==> src/amp_ctrl_params.svh <==
// Offsets, field positions, reset values and counts for the emergency ramp and auto-mute block
`ifndef AMP_CTRL_PARAMS_SVH
`define AMP_CTRL_PARAMS_SVH

// ****************************************
// Register offsets and reset values
// ****************************************
`define OFS_EMERGENCY_VOLUME_RAMP    8'h4F
`define OFS_AUTO_MUTE_CONTROL        8'h50
`define OFS_AUTO_MUTE_TIME           8'h51
`define OFS_OUTPUT_BANDWIDTH_CONTROL 8'h53
`define RST_EMERGENCY_VOLUME_RAMP    8'h30
`define RST_AUTO_MUTE_CONTROL        8'h07
`define RST_AUTO_MUTE_TIME           8'h00
`define RST_OUTPUT_BANDWIDTH_CONTROL 8'h00
`define RDATA_UNMAPPED               8'h00

// ****************************************
// Field positions
// ****************************************
`define EMG_SPEED_HI 7
`define EMG_SPEED_LO 6
`define EMG_STEP_HI  5
`define EMG_STEP_LO  4
`define AM_JOINT_BIT 2
`define AM_R_EN_BIT  1
`define AM_L_EN_BIT  0
`define LTIME_HI     6
`define LTIME_LO     4
`define RTIME_HI     2
`define RTIME_LO     0
`define BW_HI        6
`define BW_LO        5

// ****************************************
// Volume codes, 0.5 dB per code
// ****************************************
`define VOL_MUTE     8'hFF
`define VOL_STEP_4DB 8'h08
`define VOL_STEP_2DB 8'h04
`define VOL_STEP_1DB 8'h02
`define VOL_STEP_HDB 8'h01

// ****************************************
// Zero-run lengths, microseconds at the reference rate
// ****************************************
`define REF_RATE_KHZ 96
`define TIME_US_0    11500
`define TIME_US_1    53000
`define TIME_US_2    106500
`define TIME_US_3    266500
`define TIME_US_4    535000
`define TIME_US_5    1065000
`define TIME_US_6    2665000
`define TIME_US_7    5330000
`define RUN_SAMPLES(us) ((us) * `REF_RATE_KHZ / 1000)

`endif

==> src/amp_ctrl_pkg.sv <==
// Types shared by the emergency ramp and auto-mute block
package amp_ctrl_pkg;
  typedef struct packed {
    logic [1:0] speed;
    logic [1:0] step;
    logic [3:0] rsvd;
  } emergency_ramp_t;

  typedef struct packed {
    logic        valid;
    logic [23:0] left;
    logic [23:0] right;
  } sample_in_t;

  typedef enum logic [2:0] {
    RAMP_IDLE  = 3'b001,
    RAMP_DOWN  = 3'b010,
    RAMP_MUTED = 3'b100
  } ramp_state_t;
endpackage : amp_ctrl_pkg

==> src/volume_emergency_ramp_automute.sv <==
// Emergency volume ramp-down, per-channel auto-mute and class-D bandwidth select
// What this block does
// - A clock error or power loss ramps volume down every 1, 2 or 4 samples, or mutes at once for code 11.
// - Each emergency update lowers volume by 4, 2, 1 or 0.5 dB by the step field, which resets to 11.
// - Emergency ramps use the emergency rate and step, never the normal soft-mute settings.
// - Bit 2 chooses independent (0) or joint (1) left/right auto-mute and resets to 1.
// - Bit 1 enables right-channel auto-mute and resets to 1.
// - Bit 0 enables left-channel auto-mute and resets to 1.
// - A channel mutes only after an unbroken zero run of its programmed length.
// - Left run length in bits 6-4 picks 11.5 ms up to 5.33 s at 96 kHz.
// - Right run length in bits 2-0 uses the same table, 011 being 266.5 ms and 110 being 2.665 s.
// - Run lengths are fixed sample counts, so durations scale with sample rate.
// - Bandwidth field in bits 6-5 selects 80, 100, 120 or 175 kHz.
`timescale 1ns/1ns
`include "amp_ctrl_params.svh"
module volume_emergency_ramp_automute
  import amp_ctrl_pkg::*;
(
  input  wire logic       clk,
  input  wire logic       rst_n,
  input  wire logic       reg_wr,
  input  wire logic [7:0] reg_addr,
  input  wire logic [7:0] reg_wdata,
  output logic      [7:0] reg_rdata,
  input  wire logic       clock_error,
  input  wire logic       power_loss,
  input  wire sample_in_t sample_in,
  input  wire logic [7:0] volume_in,
  output logic      [7:0] volume_out,
  output logic            emergency_active,
  output logic            left_mute,
  output logic            right_mute,
  output logic      [1:0] bandwidth_sel
);
  // ****************************************
  // Registers
  // ****************************************
  emergency_ramp_t emg_q;
  emergency_ramp_t emg_d;
  logic [7:0]      amctl_q;
  logic [7:0]      amctl_d;
  logic [7:0]      amtime_q;
  logic [7:0]      amtime_d;
  logic [7:0]      bw_q;
  logic [7:0]      bw_d;
  logic [7:0]      rdata_q;
  logic [7:0]      rdata_d;
  always_comb begin
    emg_d    = emg_q;
    amctl_d  = amctl_q;
    amtime_d = amtime_q;
    bw_d     = bw_q;
    if (reg_wr) begin
      case (reg_addr)
        `OFS_EMERGENCY_VOLUME_RAMP:    emg_d    = reg_wdata;
        `OFS_AUTO_MUTE_CONTROL:        amctl_d  = reg_wdata;
        `OFS_AUTO_MUTE_TIME:           amtime_d = reg_wdata;
        `OFS_OUTPUT_BANDWIDTH_CONTROL: bw_d     = reg_wdata;
        default:                       ;
      endcase
    end
    case (reg_addr)
      `OFS_EMERGENCY_VOLUME_RAMP:    rdata_d = emg_q;
      `OFS_AUTO_MUTE_CONTROL:        rdata_d = amctl_q;
      `OFS_AUTO_MUTE_TIME:           rdata_d = amtime_q;
      `OFS_OUTPUT_BANDWIDTH_CONTROL: rdata_d = bw_q;
      default:                       rdata_d = `RDATA_UNMAPPED;
    endcase
  end
  always_ff @(posedge clk or negedge rst_n) begin
    if (!rst_n) begin
      emg_q    <= `RST_EMERGENCY_VOLUME_RAMP;
      amctl_q  <= `RST_AUTO_MUTE_CONTROL;
      amtime_q <= `RST_AUTO_MUTE_TIME;
      bw_q     <= `RST_OUTPUT_BANDWIDTH_CONTROL;
      rdata_q  <= `RDATA_UNMAPPED;
    end else begin
      emg_q    <= emg_d;
      amctl_q  <= amctl_d;
      amtime_q <= amtime_d;
      bw_q     <= bw_d;
      rdata_q  <= rdata_d;
    end
  end
  assign reg_rdata = rdata_q;
  // ****************************************
  // Fault input synchronisers
  // ****************************************
  // Fault pins are asynchronous to clk
  logic [1:0] clkerr_sync_q;
  logic [1:0] pwrloss_sync_q;
  logic       fault;
  always_ff @(posedge clk or negedge rst_n) begin
    if (!rst_n) begin
      clkerr_sync_q  <= 2'h0;
      pwrloss_sync_q <= 2'h0;
    end else begin
      clkerr_sync_q  <= {clkerr_sync_q[0], clock_error};
      pwrloss_sync_q <= {pwrloss_sync_q[0], power_loss};
    end
  end
  assign fault = clkerr_sync_q[1] | pwrloss_sync_q[1];
  // ****************************************
  // Emergency ramp-down
  // ****************************************
  ramp_state_t state_q;
  ramp_state_t state_d;
  logic [7:0]  vol_q;
  logic [7:0]  vol_d;
  logic [1:0]  div_q;
  logic [1:0]  div_d;
  logic        upd_tick;
  logic [7:0]  step_amt;
  logic [8:0]  vol_sum;
  logic        act_q;
  logic        act_d;
  always_comb begin
    case (emg_q.speed)
      2'h0:    upd_tick = sample_in.valid;
      2'h1:    upd_tick = sample_in.valid && div_q[0];
      2'h2:    upd_tick = sample_in.valid && (div_q == 2'h3);
      default: upd_tick = 1'b0;
    endcase
    case (emg_q.step)
      2'h0:    step_amt = `VOL_STEP_4DB;
      2'h1:    step_amt = `VOL_STEP_2DB;
      2'h2:    step_amt = `VOL_STEP_1DB;
      default: step_amt = `VOL_STEP_HDB;
    endcase
    vol_sum = {1'b0, vol_q} + {1'b0, step_amt};
    state_d = state_q;
    vol_d   = vol_q;
    div_d   = div_q;
    case (state_q)
      RAMP_IDLE: begin
        vol_d = volume_in;
        div_d = 2'h0;
        if (fault) begin
          if (emg_q.speed == 2'h3) begin
            vol_d   = `VOL_MUTE;
            state_d = RAMP_MUTED;
          end else begin
            state_d = RAMP_DOWN;
          end
        end
      end
      RAMP_DOWN: begin
        if (sample_in.valid) begin
          div_d = div_q + 2'h1;
        end
        if (emg_q.speed == 2'h3) begin
          vol_d   = `VOL_MUTE;
          state_d = RAMP_MUTED;
        end else if (upd_tick) begin
          vol_d = vol_sum[8] ? `VOL_MUTE : vol_sum[7:0];
          if (vol_sum[8] || vol_sum[7:0] == `VOL_MUTE) begin
            vol_d   = `VOL_MUTE;
            state_d = RAMP_MUTED;
          end
        end
        if (!fault) begin
          state_d = RAMP_IDLE;
        end
      end
      RAMP_MUTED: begin
        vol_d = `VOL_MUTE;
        if (!fault) begin
          state_d = RAMP_IDLE;
        end
      end
      default: begin
        state_d = RAMP_IDLE;
        vol_d   = `VOL_MUTE;
      end
    endcase
    act_d = (state_d != RAMP_IDLE);
  end
  always_ff @(posedge clk or negedge rst_n) begin
    if (!rst_n) begin
      state_q <= RAMP_IDLE;
      vol_q   <= `VOL_MUTE;
      div_q   <= 2'h0;
      act_q   <= 1'b0;
    end else begin
      state_q <= state_d;
      vol_q   <= vol_d;
      div_q   <= div_d;
      act_q   <= act_d;
    end
  end
  assign volume_out       = vol_q;
  assign emergency_active = act_q;
  // ****************************************
  // Auto-mute
  // ****************************************
  logic [18:0] left_len;
  logic [18:0] right_len;
  logic        left_reached;
  logic        right_reached;
  logic        left_cond;
  logic        right_cond;
  logic        lmute_q;
  logic        lmute_d;
  logic        rmute_q;
  logic        rmute_d;
  logic [1:0]  bwsel_q;
  localparam logic [18:0] run_table [8] = '{
    19'(`RUN_SAMPLES(`TIME_US_0)), 19'(`RUN_SAMPLES(`TIME_US_1)), 19'(`RUN_SAMPLES(`TIME_US_2)),
    19'(`RUN_SAMPLES(`TIME_US_3)), 19'(`RUN_SAMPLES(`TIME_US_4)), 19'(`RUN_SAMPLES(`TIME_US_5)),
    19'(`RUN_SAMPLES(`TIME_US_6)), 19'(`RUN_SAMPLES(`TIME_US_7))};
  assign left_len  = run_table[amtime_q[`LTIME_HI:`LTIME_LO]];
  assign right_len = run_table[amtime_q[`RTIME_HI:`RTIME_LO]];
  zero_run_counter left_run (
    .clk          (clk),
    .rst_n        (rst_n),
    .sample_valid (sample_in.valid),
    .sample_zero  (sample_in.left == 24'h000000),
    .run_length   (left_len),
    .run_reached  (left_reached)
  );
  zero_run_counter right_run (
    .clk          (clk),
    .rst_n        (rst_n),
    .sample_valid (sample_in.valid),
    .sample_zero  (sample_in.right == 24'h000000),
    .run_length   (right_len),
    .run_reached  (right_reached)
  );
  always_comb begin
    left_cond  = left_reached && amctl_q[`AM_L_EN_BIT];
    right_cond = right_reached && amctl_q[`AM_R_EN_BIT];
    if (amctl_q[`AM_JOINT_BIT]) begin
      lmute_d = left_cond && right_cond;
      rmute_d = left_cond && right_cond;
    end else begin
      lmute_d = left_cond;
      rmute_d = right_cond;
    end
  end
  always_ff @(posedge clk or negedge rst_n) begin
    if (!rst_n) begin
      lmute_q <= 1'b0;
      rmute_q <= 1'b0;
      bwsel_q <= 2'h0;
    end else begin
      lmute_q <= lmute_d;
      rmute_q <= rmute_d;
      bwsel_q <= bw_q[`BW_HI:`BW_LO];
    end
  end
  assign left_mute     = lmute_q;
  assign right_mute    = rmute_q;
  assign bandwidth_sel = bwsel_q;
  // ****************************************
  // Checks
  // ****************************************
  AST_INSTANT_MUTE: assert property (@(posedge clk) disable iff (!rst_n)
    state_q == RAMP_IDLE && fault && emg_q.speed == 2'h3 |=> volume_out == `VOL_MUTE && state_q == RAMP_MUTED)
    else $error("Instant mute code did not mute at once");
  AST_RATE_ONE: assert property (@(posedge clk) disable iff (!rst_n)
    state_q == RAMP_DOWN && emg_q.speed == 2'h0 && !reg_wr && !sample_in.valid |=> $stable(volume_out))
    else $error("Volume moved without a sample");
  AST_STEP_SIZE: assert property (@(posedge clk) disable iff (!rst_n)
    state_q == RAMP_DOWN && upd_tick && emg_q.step == 2'h0 && vol_q < 8'hF0 |=> volume_out == $past(vol_q) + 8'h08)
    else $error("4 dB step not applied");
  AST_FAULT_ENTERS: assert property (@(posedge clk) disable iff (!rst_n)
    state_q == RAMP_IDLE && fault |=> emergency_active)
    else $error("Fault did not start emergency ramp");
  AST_JOINT_TOGETHER: assert property (@(posedge clk) disable iff (!rst_n)
    amctl_q[`AM_JOINT_BIT] && $stable(amctl_q) |=> left_mute == right_mute)
    else $error("Joint mode muted channels apart");
  AST_RIGHT_DISABLED: assert property (@(posedge clk) disable iff (!rst_n)
    !amctl_q[`AM_R_EN_BIT] |=> !right_mute)
    else $error("Right muted while disabled");
  AST_LEFT_DISABLED: assert property (@(posedge clk) disable iff (!rst_n)
    !amctl_q[`AM_L_EN_BIT] |=> !left_mute)
    else $error("Left muted while disabled");
  AST_INDEP_LEFT: assert property (@(posedge clk) disable iff (!rst_n)
    !amctl_q[`AM_JOINT_BIT] && amctl_q[`AM_L_EN_BIT] |=> left_mute == $past(left_reached))
    else $error("Left mute does not follow zero run");
  AST_BW_FOLLOWS: assert property (@(posedge clk) disable iff (!rst_n)
    1'b1 |=> bandwidth_sel == $past(bw_q[`BW_HI:`BW_LO]))
    else $error("Bandwidth select lags its field");
endmodule : volume_emergency_ramp_automute

==> src/zero_run_counter.sv <==
// Counter of consecutive zero samples on one channel
`timescale 1ns/1ns
module zero_run_counter (
  input  wire logic        clk,
  input  wire logic        rst_n,
  input  wire logic        sample_valid,
  input  wire logic        sample_zero,
  input  wire logic [18:0] run_length,
  output logic             run_reached
);
  logic [18:0] count_q;
  logic [18:0] count_d;
  logic        reached_q;
  logic        reached_d;

  always_comb begin
    count_d   = count_q;
    reached_d = reached_q;
    if (sample_valid) begin
      if (!sample_zero) begin
        count_d   = 19'h00000;
        reached_d = 1'b0;
      end else if (count_q < run_length) begin
        count_d   = count_q + 19'h00001;
        reached_d = (count_q + 19'h00001) >= run_length;
      end else begin
        reached_d = 1'b1;
      end
    end
  end

  always_ff @(posedge clk or negedge rst_n) begin
    if (!rst_n) begin
      count_q   <= 19'h00000;
      reached_q <= 1'b0;
    end else begin
      count_q   <= count_d;
      reached_q <= reached_d;
    end
  end

  assign run_reached = reached_q;

  AST_NONZERO_CLEARS: assert property (@(posedge clk) disable iff (!rst_n)
    sample_valid && !sample_zero |=> !run_reached && count_q == 19'h00000)
    else $error("Nonzero sample did not restart zero run");
  AST_REACHED_NEEDS_RUN: assert property (@(posedge clk) disable iff (!rst_n)
    $rose(run_reached) |-> $past(sample_valid) && $past(sample_zero) && count_q >= run_length)
    else $error("Zero run flagged before programmed length");
endmodule : zero_run_counter

==> config.mk <==
export PLATFORM = sky130hd
export DESIGN_NAME = volume_emergency_ramp_automute
export DESIGN_NICKNAME = d
export VERILOG_FILES = /design/src/amp_ctrl_pkg.sv /design/src/volume_emergency_ramp_automute.sv /design/src/zero_run_counter.sv
export VERILOG_INCLUDE_DIRS = /design/src
export SDC_FILE = /design/constraint.sdc
export NUM_CORES = 1
export LEC_CHECK = 0
export BUFFER_PORTS_ARGS = -buffer_cell sky130_fd_sc_hd__buf_4
export CORE_MARGIN = 2
export CORE_UTILIZATION = 46
export CTS_BUF_LIST = sky130_fd_sc_hd__clkbuf_4 sky130_fd_sc_hd__clkbuf_8 sky130_fd_sc_hd__clkbuf_16
export DETAILED_ROUTE_END_ITERATION = 10
export PLACE_DENSITY_LB_ADDON = 0.25
export SLEW_MARGIN = 20
export SYNTH_ARGS = -nofsm -noshare
export SYNTH_HDL_FRONTEND = slang
export SYNTH_HIERARCHICAL = 1
export SYNTH_SLANG_ARGS = --single-unit
==> constraint.sdc <==
create_clock -name clk -period 3.25 [get_ports clk]
set_input_delay 0.325 -clock clk [delete_from_list [all_inputs] [get_ports clk]]
set_output_delay 0.325 -clock clk [all_outputs]
set_load 0.005 [all_outputs]
==> out/qor.yml, run 1 <==
reg2reg_depth: 15
wirelength_mm: 17.7
crit_path_max_fanout: 6
grt_pass1_wl_mm: 30.5
grt_pass1_vias: 6246
syn_area_um2: 7720
finalWeightedCongestion: 0.858
cp.required_ns: 3.55
p_int_mw: 2.36
end_kind: "flip-flop"
die_h_um: 134
fin_ws_ns: 0.257
n_antenna_cell: 0
final_nets: 1091
floorplan.initialDensity: 0.469
critPathKind: "reg -> reg"
power_frac_comb: 0.256
ir_worst_vdd_mv: 0.412
max_freq_ghz: 0.334
tightest_slew_ns: 0.719
ioPinCount: 99
cp_slowest_cell: "or4_1"
max-cap-violations: 0
slew_viol_final: 0
insertion_delay_ns: 0.36
design.die.area_um2: 17800
dp_cells: 1119
hp-class: "in -> async"
worstPathCellList: "inv_1 -> ha_1 -> inv_1 -> nor2_1 -> a21oi_1 -> inv_1 -> ha_1 -> a21oi_1 -> o21ai_0 -> a221oi_2 -> buf_4 -> nand3_2 -> buf_4 -> or4_1 -> nand3_1"
yosysUniqueCellTypes: 70
cts-root-buf: "clkbuf_16"
grt_max_degree: 54
finalCritPeriodShare: 0.921
switching_share: 0.315
pwr-share-seq: 0.443
outcome: "completed"
drc: 0
syn2layout_area_growth_pct: 17.5
cts_tree: "done"
rows: 47
powerDensity_nw_per_um2: 380
postSynthCellCount: 803
drt_iter0_drc: 338
wire_per_inst_um: 15.5
critPathMaxStageDelay_ns: 0.46
yosysSeqAreaShare: 0.333
io_buffers: 98
drive_gt1_frac: 0.240
synth_edf_count: 0
num_vias: 6357
overflow: 0
final_cells: 1141
rsz0062_at_grt: "no"
syn_area_per_cell_um2: 9.61
setup_viol_count_final: 0
dp_hpwl_mm: 13.8
htreeDepth: 3
arrival_ns: 3.29
crit_top_cell: "inv_1"
slew-limit-headroom: 0.518
vias_per_cell: 5.57
clock_power_share: 0.301
async_flop_share: 1.00
final_antenna_net_count: 0
clk_pin_slew_worst_paths_ns: 0.07
numCtsBuffers: 9
core_um2: 16500
tns_ns: 0
fin_skew_ns: 0.00940
first_pass_iters: 5
grt.total_usage: 0.207
cts_sinks: 102
synthFlopType: "dfrtp_1"
timing.final.hold_violations: 0
finalPower_mw: 3.45
synth_seq_cells: 102
antenna_found_initial: 0
final_util: 0.551
place_ws_ns: 0.0604
p_leak_nw: 4.28
clockBufferDepth: 2
power_switching_mw: 1.09
die_x_um: 134
yosysWarnings: 6
cp-start-kind: "flip-flop"
min_period_ns: 2.99
==> routing by layer <==
metal,GRT usage,share of wire,vias up
li1,-,-,3196
met1,0.284,0.47,3030
met2,0.347,0.48,118
met3,0.0282,0.034,13
met4,0.0502,0.011,0
met5,0,0,-
==> cells in the mapped netlist (3+ instances only) <==
| library cell | n | share of area |
|---|---|---|
| dfstp_2 | 14 | 0.048 |
| a32o_1 | 9 | 0.012 |
| a21oi_1 | 44 | 0.029 |
| ha_1 | 96 | 0.16 |
| o2bb2ai_1 | 6 | 0.0068 |
| nand3_1 | 30 | 0.019 |
| nor3_2 | 3 | 0.0039 |
| a211oi_1 | 5 | 0.0049 |
| nor2_1 | 36 | 0.018 |
| and2_1 | 7 | 0.0057 |
| and4_1 | 4 | 0.0045 |
| nand4_1 | 27 | 0.022 |
| nor3_1 | 9 | 0.0058 |
| o31ai_2 | 4 | 0.0065 |
| mux2_2 | 36 | 0.053 |
| o21ai_0 | 30 | 0.019 |
| nor2b_1 | 13 | 0.011 |
| nand3b_1 | 3 | 0.0029 |
| clkbuf_1 | 8 | 0.0039 |
| o211ai_1 | 22 | 0.021 |
| buf_6 | 4 | 0.0058 |
| a31oi_1 | 5 | 0.0041 |
| xnor2_1 | 29 | 0.033 |
| nand2_1 | 51 | 0.025 |
| inv_1 | 64 | 0.031 |
| a21o_1 | 15 | 0.015 |
| and4_2 | 4 | 0.0052 |
| nor4_1 | 15 | 0.012 |
| dfrtp_1 | 88 | 0.29 |
| a22oi_1 | 17 | 0.017 |
| buf_2 | 3 | 0.0019 |
| nand2b_1 | 9 | 0.0073 |
| o31ai_1 | 17 | 0.017 |
| and3_1 | 3 | 0.0024 |
| a22o_1 | 6 | 0.0068 |
| nand3_4 | 3 | 0.0068 |
| xor2_1 | 9 | 0.010 |
| clkbuf_4 | 4 | 0.0039 |
| buf_4 | 5 | 0.0049 |
==> timing repair <==
item,CTS,global route
gates resized for setup,0,7
setup endpoints to repair,0,39
setup buffers,0,6
hold buffers,0,0
==> cells in the final DEF, fill, tap and decap left out, types with 22 or more instances in the layout <==
cell type	n
buf_4	121
ha_1	96
dfrtp_1	85
inv_1	64
nand2_1	51
a21oi_1	44
mux2_2	36
nor2_1	36
nand3_1	30
o21ai_0	29
xnor2_1	29
nand4_1	27
o211ai_1	22
==> kinds of logic after synthesis <==
logic type,Yosys count,share of synthesized area
xor+xnor,38,0.0431
buf+inv,92,0.0538
other cells,1,0.000486
compound gates,199,0.181
fa+ha+maj,97,0.158
flops,102,0.333
mux,38,0.0551
simple gates,236,0.176
==> flip-flops by register name (all words and copies together), names as in the netlist <==
signal,flops
amctl_q,8
amtime_q,8
bandwidth_sel,2
bw_q,8
clkerr_sync_q,2
div_q,2
emergency_active,1
emg_q,8
left_mute,1
left_run/count_q,19
left_run/run_reached,1
pwrloss_sync_q,2
reg_rdata,8
right_mute,1
right_run/count_q,19
right_run/run_reached,1
state_q,3
volume_out,8
==> stage by stage <==
step,instance area (um2),hold slack [ns]
3_5_place_dp,8720,0.335
2_1_floorplan,7750,0.0294
5_1_grt,9070,0.0618
4_1_cts,9000,0.0309
3_3_place_gp,8720,0.336
6_report,9070,0.0128
==> area by class of cell <==
cell class / count / area, um2
Inverter: 64 / 240
Multi-Input combinational cell: 618 / 4790
Clock inverter: 7 / 56.3
Sequential cell: 102 / 2570
Clock buffer: 9 / 225
Fill cell: 1514 / 7400
Tap cell: 220 / 275
Timing Repair Buffer: 121 / 908
==> worst paths after layout <==
path                                         from                   end  slack (ns)
worst min register to register  pwrloss_sync_q[0]     pwrloss_sync_q[1]        0.35
worst max register to register        amtime_q[4]  left_run/count_q[13]        0.26
min in group clk                      clock_error      clkerr_sync_q[0]        0.08
worst max-delay path                  amtime_q[4]  left_run/count_q[13]        0.26
worst min-delay path                        rst_n          reg_rdata[7]        0.01
max in group asynchronous                   rst_n            amctl_q[0]        2.41
==> critical path, delay by kind of cell, from the launching register on <==
kind | cells | cell delay, ns
compound gates | 4 | 0.62
fa+ha+maj | 2 | 0.54
buf+inv | 5 | 0.61
flops | 1 | 0.43
simple gates | 4 | 0.73
==> power groups by stage <==
stage	sequential (mW)	clock (mW)	combinational, mW
final	1.53	1.04	0.884
after global routing	1.54	1.11	1.00
after CTS	1.53	1.06	0.887
after detailed placement	1.55	0	0.882
after global placement	1.55	0	0.874
after floorplan	1.51	0	0.571
Power figures use the tool's default switching activity.
==> run 2: changes to the inputs <==
- HOLD_SLACK_MARGIN: not set -> 0.15
- SYNTH_HIERARCHICAL: 1 -> not set
- clock period: 3.25 -> 3.65 ns (I/O delays scaled with it)
==> out/qor.yml, run 2 <==
outcome: "completed"
synth_seq_cells: 102  # unchanged
die_x_um: 127  # -4.6%
switching_share: 0.311  # -0.00438
drt_iter0_drc: 509  # +51%
final_common_cell: "buf_4"
max-cap-violations: 0  # unchanged
yosysSeqAreaShare: 0.367  # +0.0344
ctsResizeCount: 0  # unchanged
drc: 0  # unchanged
power_switching_uw: 970  # -11%
synth_edf_count: 0  # unchanged
cp.required_ns: 3.94  # +0.39 ns
cts_tree: "done"
wirelength_mm: 17.8  # +0.52%
max_freq_ghz: 0.300  # -10%
finalCritPeriodShare: 0.914  # -0.00683
p_leak_nw: 3.92  # -8.4%
grt_pass1_vias: 6202  # -0.70%
arrival_ns: 3.62  # +0.33 ns
power_frac_comb: 0.233  # -0.023
final_util: 0.552  # +0.00113
regArea_um2: 2570  # -0.15%
synth_top_cells_by_count: "dfrtp_1 (88), ha_1 (80), nand2_1 (71)"
powerDensity_nw_per_um2: 377  # -0.93%
rsz0062_at_grt: "no"
floorplan.initialDensity: 0.465  # -0.00335
antenna_found_initial: 0  # unchanged
dp_hpwl_mm: 13.5  # -2.2%
syn_area_per_cell_um2: 9.79  # +1.8%
min_period_ns: 3.34  # +0.343 ns
tns_ns: 0  # unchanged
syn2layout_area_growth_pct: 18.6
yosysWarnings: 0  # -6
slew_viol_final: 0  # unchanged
crit_path_max_fanout: 9  # +3
design_area_um2: 8300  # -8.5%
timing.final.hold_violations: 0  # unchanged
core_um2: 15000  # -8.7%
final_antenna_net_count: 0  # unchanged
finalPower_mw: 3.12  # -9.4%
placedInstanceArea_um2: 7950  # -8.8%
reg_top3: "left_run.count_q: 19 flops, right_run.count_q: 19 flops"
multi_input_area_um2: 4280  # -11%
clockBufferDepth: 2  # unchanged
first_pass_iters: 5  # unchanged
final_nets: 974  # -11%
die_h_um: 127  # -4.6%
synth.area.top_cells: "dfrtp_1 (31%), ha_1 (14%), mux2_2 (5.8%)"
fin_skew_ns: 0.0130  # +0.00364 ns
ir_worst_vdd_mv: 0.328  # -20%
yosysMostFrequentCell: "dfrtp_1"
clk_pin_slew_worst_paths_ns: 0.08  # about the same
grt.total_usage: 0.230  # +0.0234
slew-limit-headroom: 0.314  # -0.205
io_buffers: 98  # unchanged
setup_viol_count_final: 0  # unchanged
cts_sinks: 102  # unchanged
p_int_mw: 2.15  # -8.8%
yosysUniqueCellTypes: 61  # -13%
num_vias: 6029  # -5.2%
async_flop_share: 1.00  # unchanged
insertion_delay_ns: 0.36  # about the same
overflow: 0  # unchanged
design.die.area_um2: 16200  # -9.1%
pwr-share-seq: 0.435  # -0.008
cp-start-kind: "flip-flop"
numCtsBuffers: 9  # unchanged
postSynthCellCount: 715  # -11%
ioPinCount: 99  # unchanged
yosys.area.top_type_share: 0.315  # +0.0294
critPathKind: "reg -> reg"
cts-root-buf: "clkbuf_16"
syn-num-nets: 874
wire_per_inst_um: 17.6  # +14%
drive_gt1_frac: 0.234  # -0.00581
end_kind: "flip-flop"
yosysTopAreaCell: "dfrtp_1"
vias_per_cell: 5.98  # +7.4%
n_antenna_cell: 0  # unchanged
tightest_slew_ns: 1.03  # +0.310 ns
htreeDepth: 3  # unchanged
grt_max_degree: 81  # +50%
rows: 45  # -4.3%
cts_setup_buffers: 0  # unchanged
final_cell_mix: "buf_4 (105), dfrtp_1 (88), ha_1 (80)"
grt_pass1_wl_mm: 30.1  # -1.3%
finalWeightedCongestion: 0.911  # +6.3%
clock_power_share: 0.332  # +0.031
syn_area_um2: 7000  # -9.4%
hp-class: "in -> async"
fillers: 1322  # -13%
synthFlopType: "dfrtp_1"
-- run 2: changes by cell type after synthesis, sizes merged, moves of 8 or more --
cell,change
ha,-16
a32o,-9
a22oi,-16
a222oi,+8
nand2,+23
a21oi,-11
inv,-44
buf,-11
nand3,-11
nor2b,-8
-- run 2: worst max-delay path: stages (launching register included) --
cell,delay (ns)
dfrtp_1,0.48
inv_1,0.12
ha_1,0.26
nand2b_1,0.22
ha_1,0.33
a21o_1,0.17
a21o_1,0.18
a21oi_1,0.30
o211ai_2,0.31
nor2_1,0.61
mux2_2,0.27
-- run 2: cell type report --
| cell class | instances | share of cell area |
|---|---|---|
| Multi-Input combinational cell | 575 | 0.516 |
| Clock buffer | 9 | 0.0271 |
| Tap cell | 188 | 0.0284 |
| Clock inverter | 7 | 0.0121 |
| Sequential cell | 102 | 0.310 |
| Inverter | 20 | 0.00905 |
| Timing Repair Buffer | 107 | 0.0974 |
-- run 2: metrics by stage --
step                setup slack, ns  hold slack, ns  instances
floorplan                     0.735          0.0694        715
global placement              0.470           0.340        990
detailed placement            0.371           0.337        990
CTS                           0.335           0.216       1008
global route                 0.0860           0.262       1008
finish                        0.313           0.176       1008
-- run 2: timing repair --
action / 4_1_cts / 5_1_grt
setup endpoints to repair: 0 / 0
endpoints found under the hold margin: 2 / 0
hold buffers: 2 / 0
-- run 2: final timing paths --
kind,from,to,slack (ns),depth (start not counted)
min reg2reg,clkerr_sync_q[0],clkerr_sync_q[1],0.35,0
max in group asynchronous,rst_n,volume_out[0],2.64,2
max,amtime_q[5],left_run.count_q[0],0.31,10
max reg2reg,amtime_q[5],left_run.count_q[0],0.31,10
min,rst_n,right_run.count_q[4],0.18,1
min in group clk,reg_wdata[3],emg_q[3],0.27,2
-- run 2: cell families (layout without fill, tap and decap cells) --
group	after synthesis	after routing	synth area share
compound gates	186	186	0.184
xor+xnor	35	35	0.0438
fa+ha+maj	81	81	0.146
buf+inv	38	143	0.0207
flops	102	102	0.367
mux	38	38	0.0608
simple gates	235	235	0.177
-- run 2: per-layer routing --
layer | global-route usage | part of all wire | vias to the layer above
li1 | - | - | 2911
met1 | 0.296 | 0.44 | 2919
met2 | 0.392 | 0.49 | 169
met3 | 0.0364 | 0.040 | 30
met4 | 0.0886 | 0.024 | 0
met5 | 0 | 0 | -
-- run 2: power by group through the flow --
stage / registers [mW] / logic, mW / clock network (mW)
after CTS: 1.36 / 0.725 / 1.06
after global placement: 1.37 / 0.696 / 0
final: 1.36 / 0.727 / 1.04
after global routing: 1.38 / 0.815 / 1.10
after floorplan: 1.33 / 0.483 / 0
after detailed placement: 1.38 / 0.719 / 0
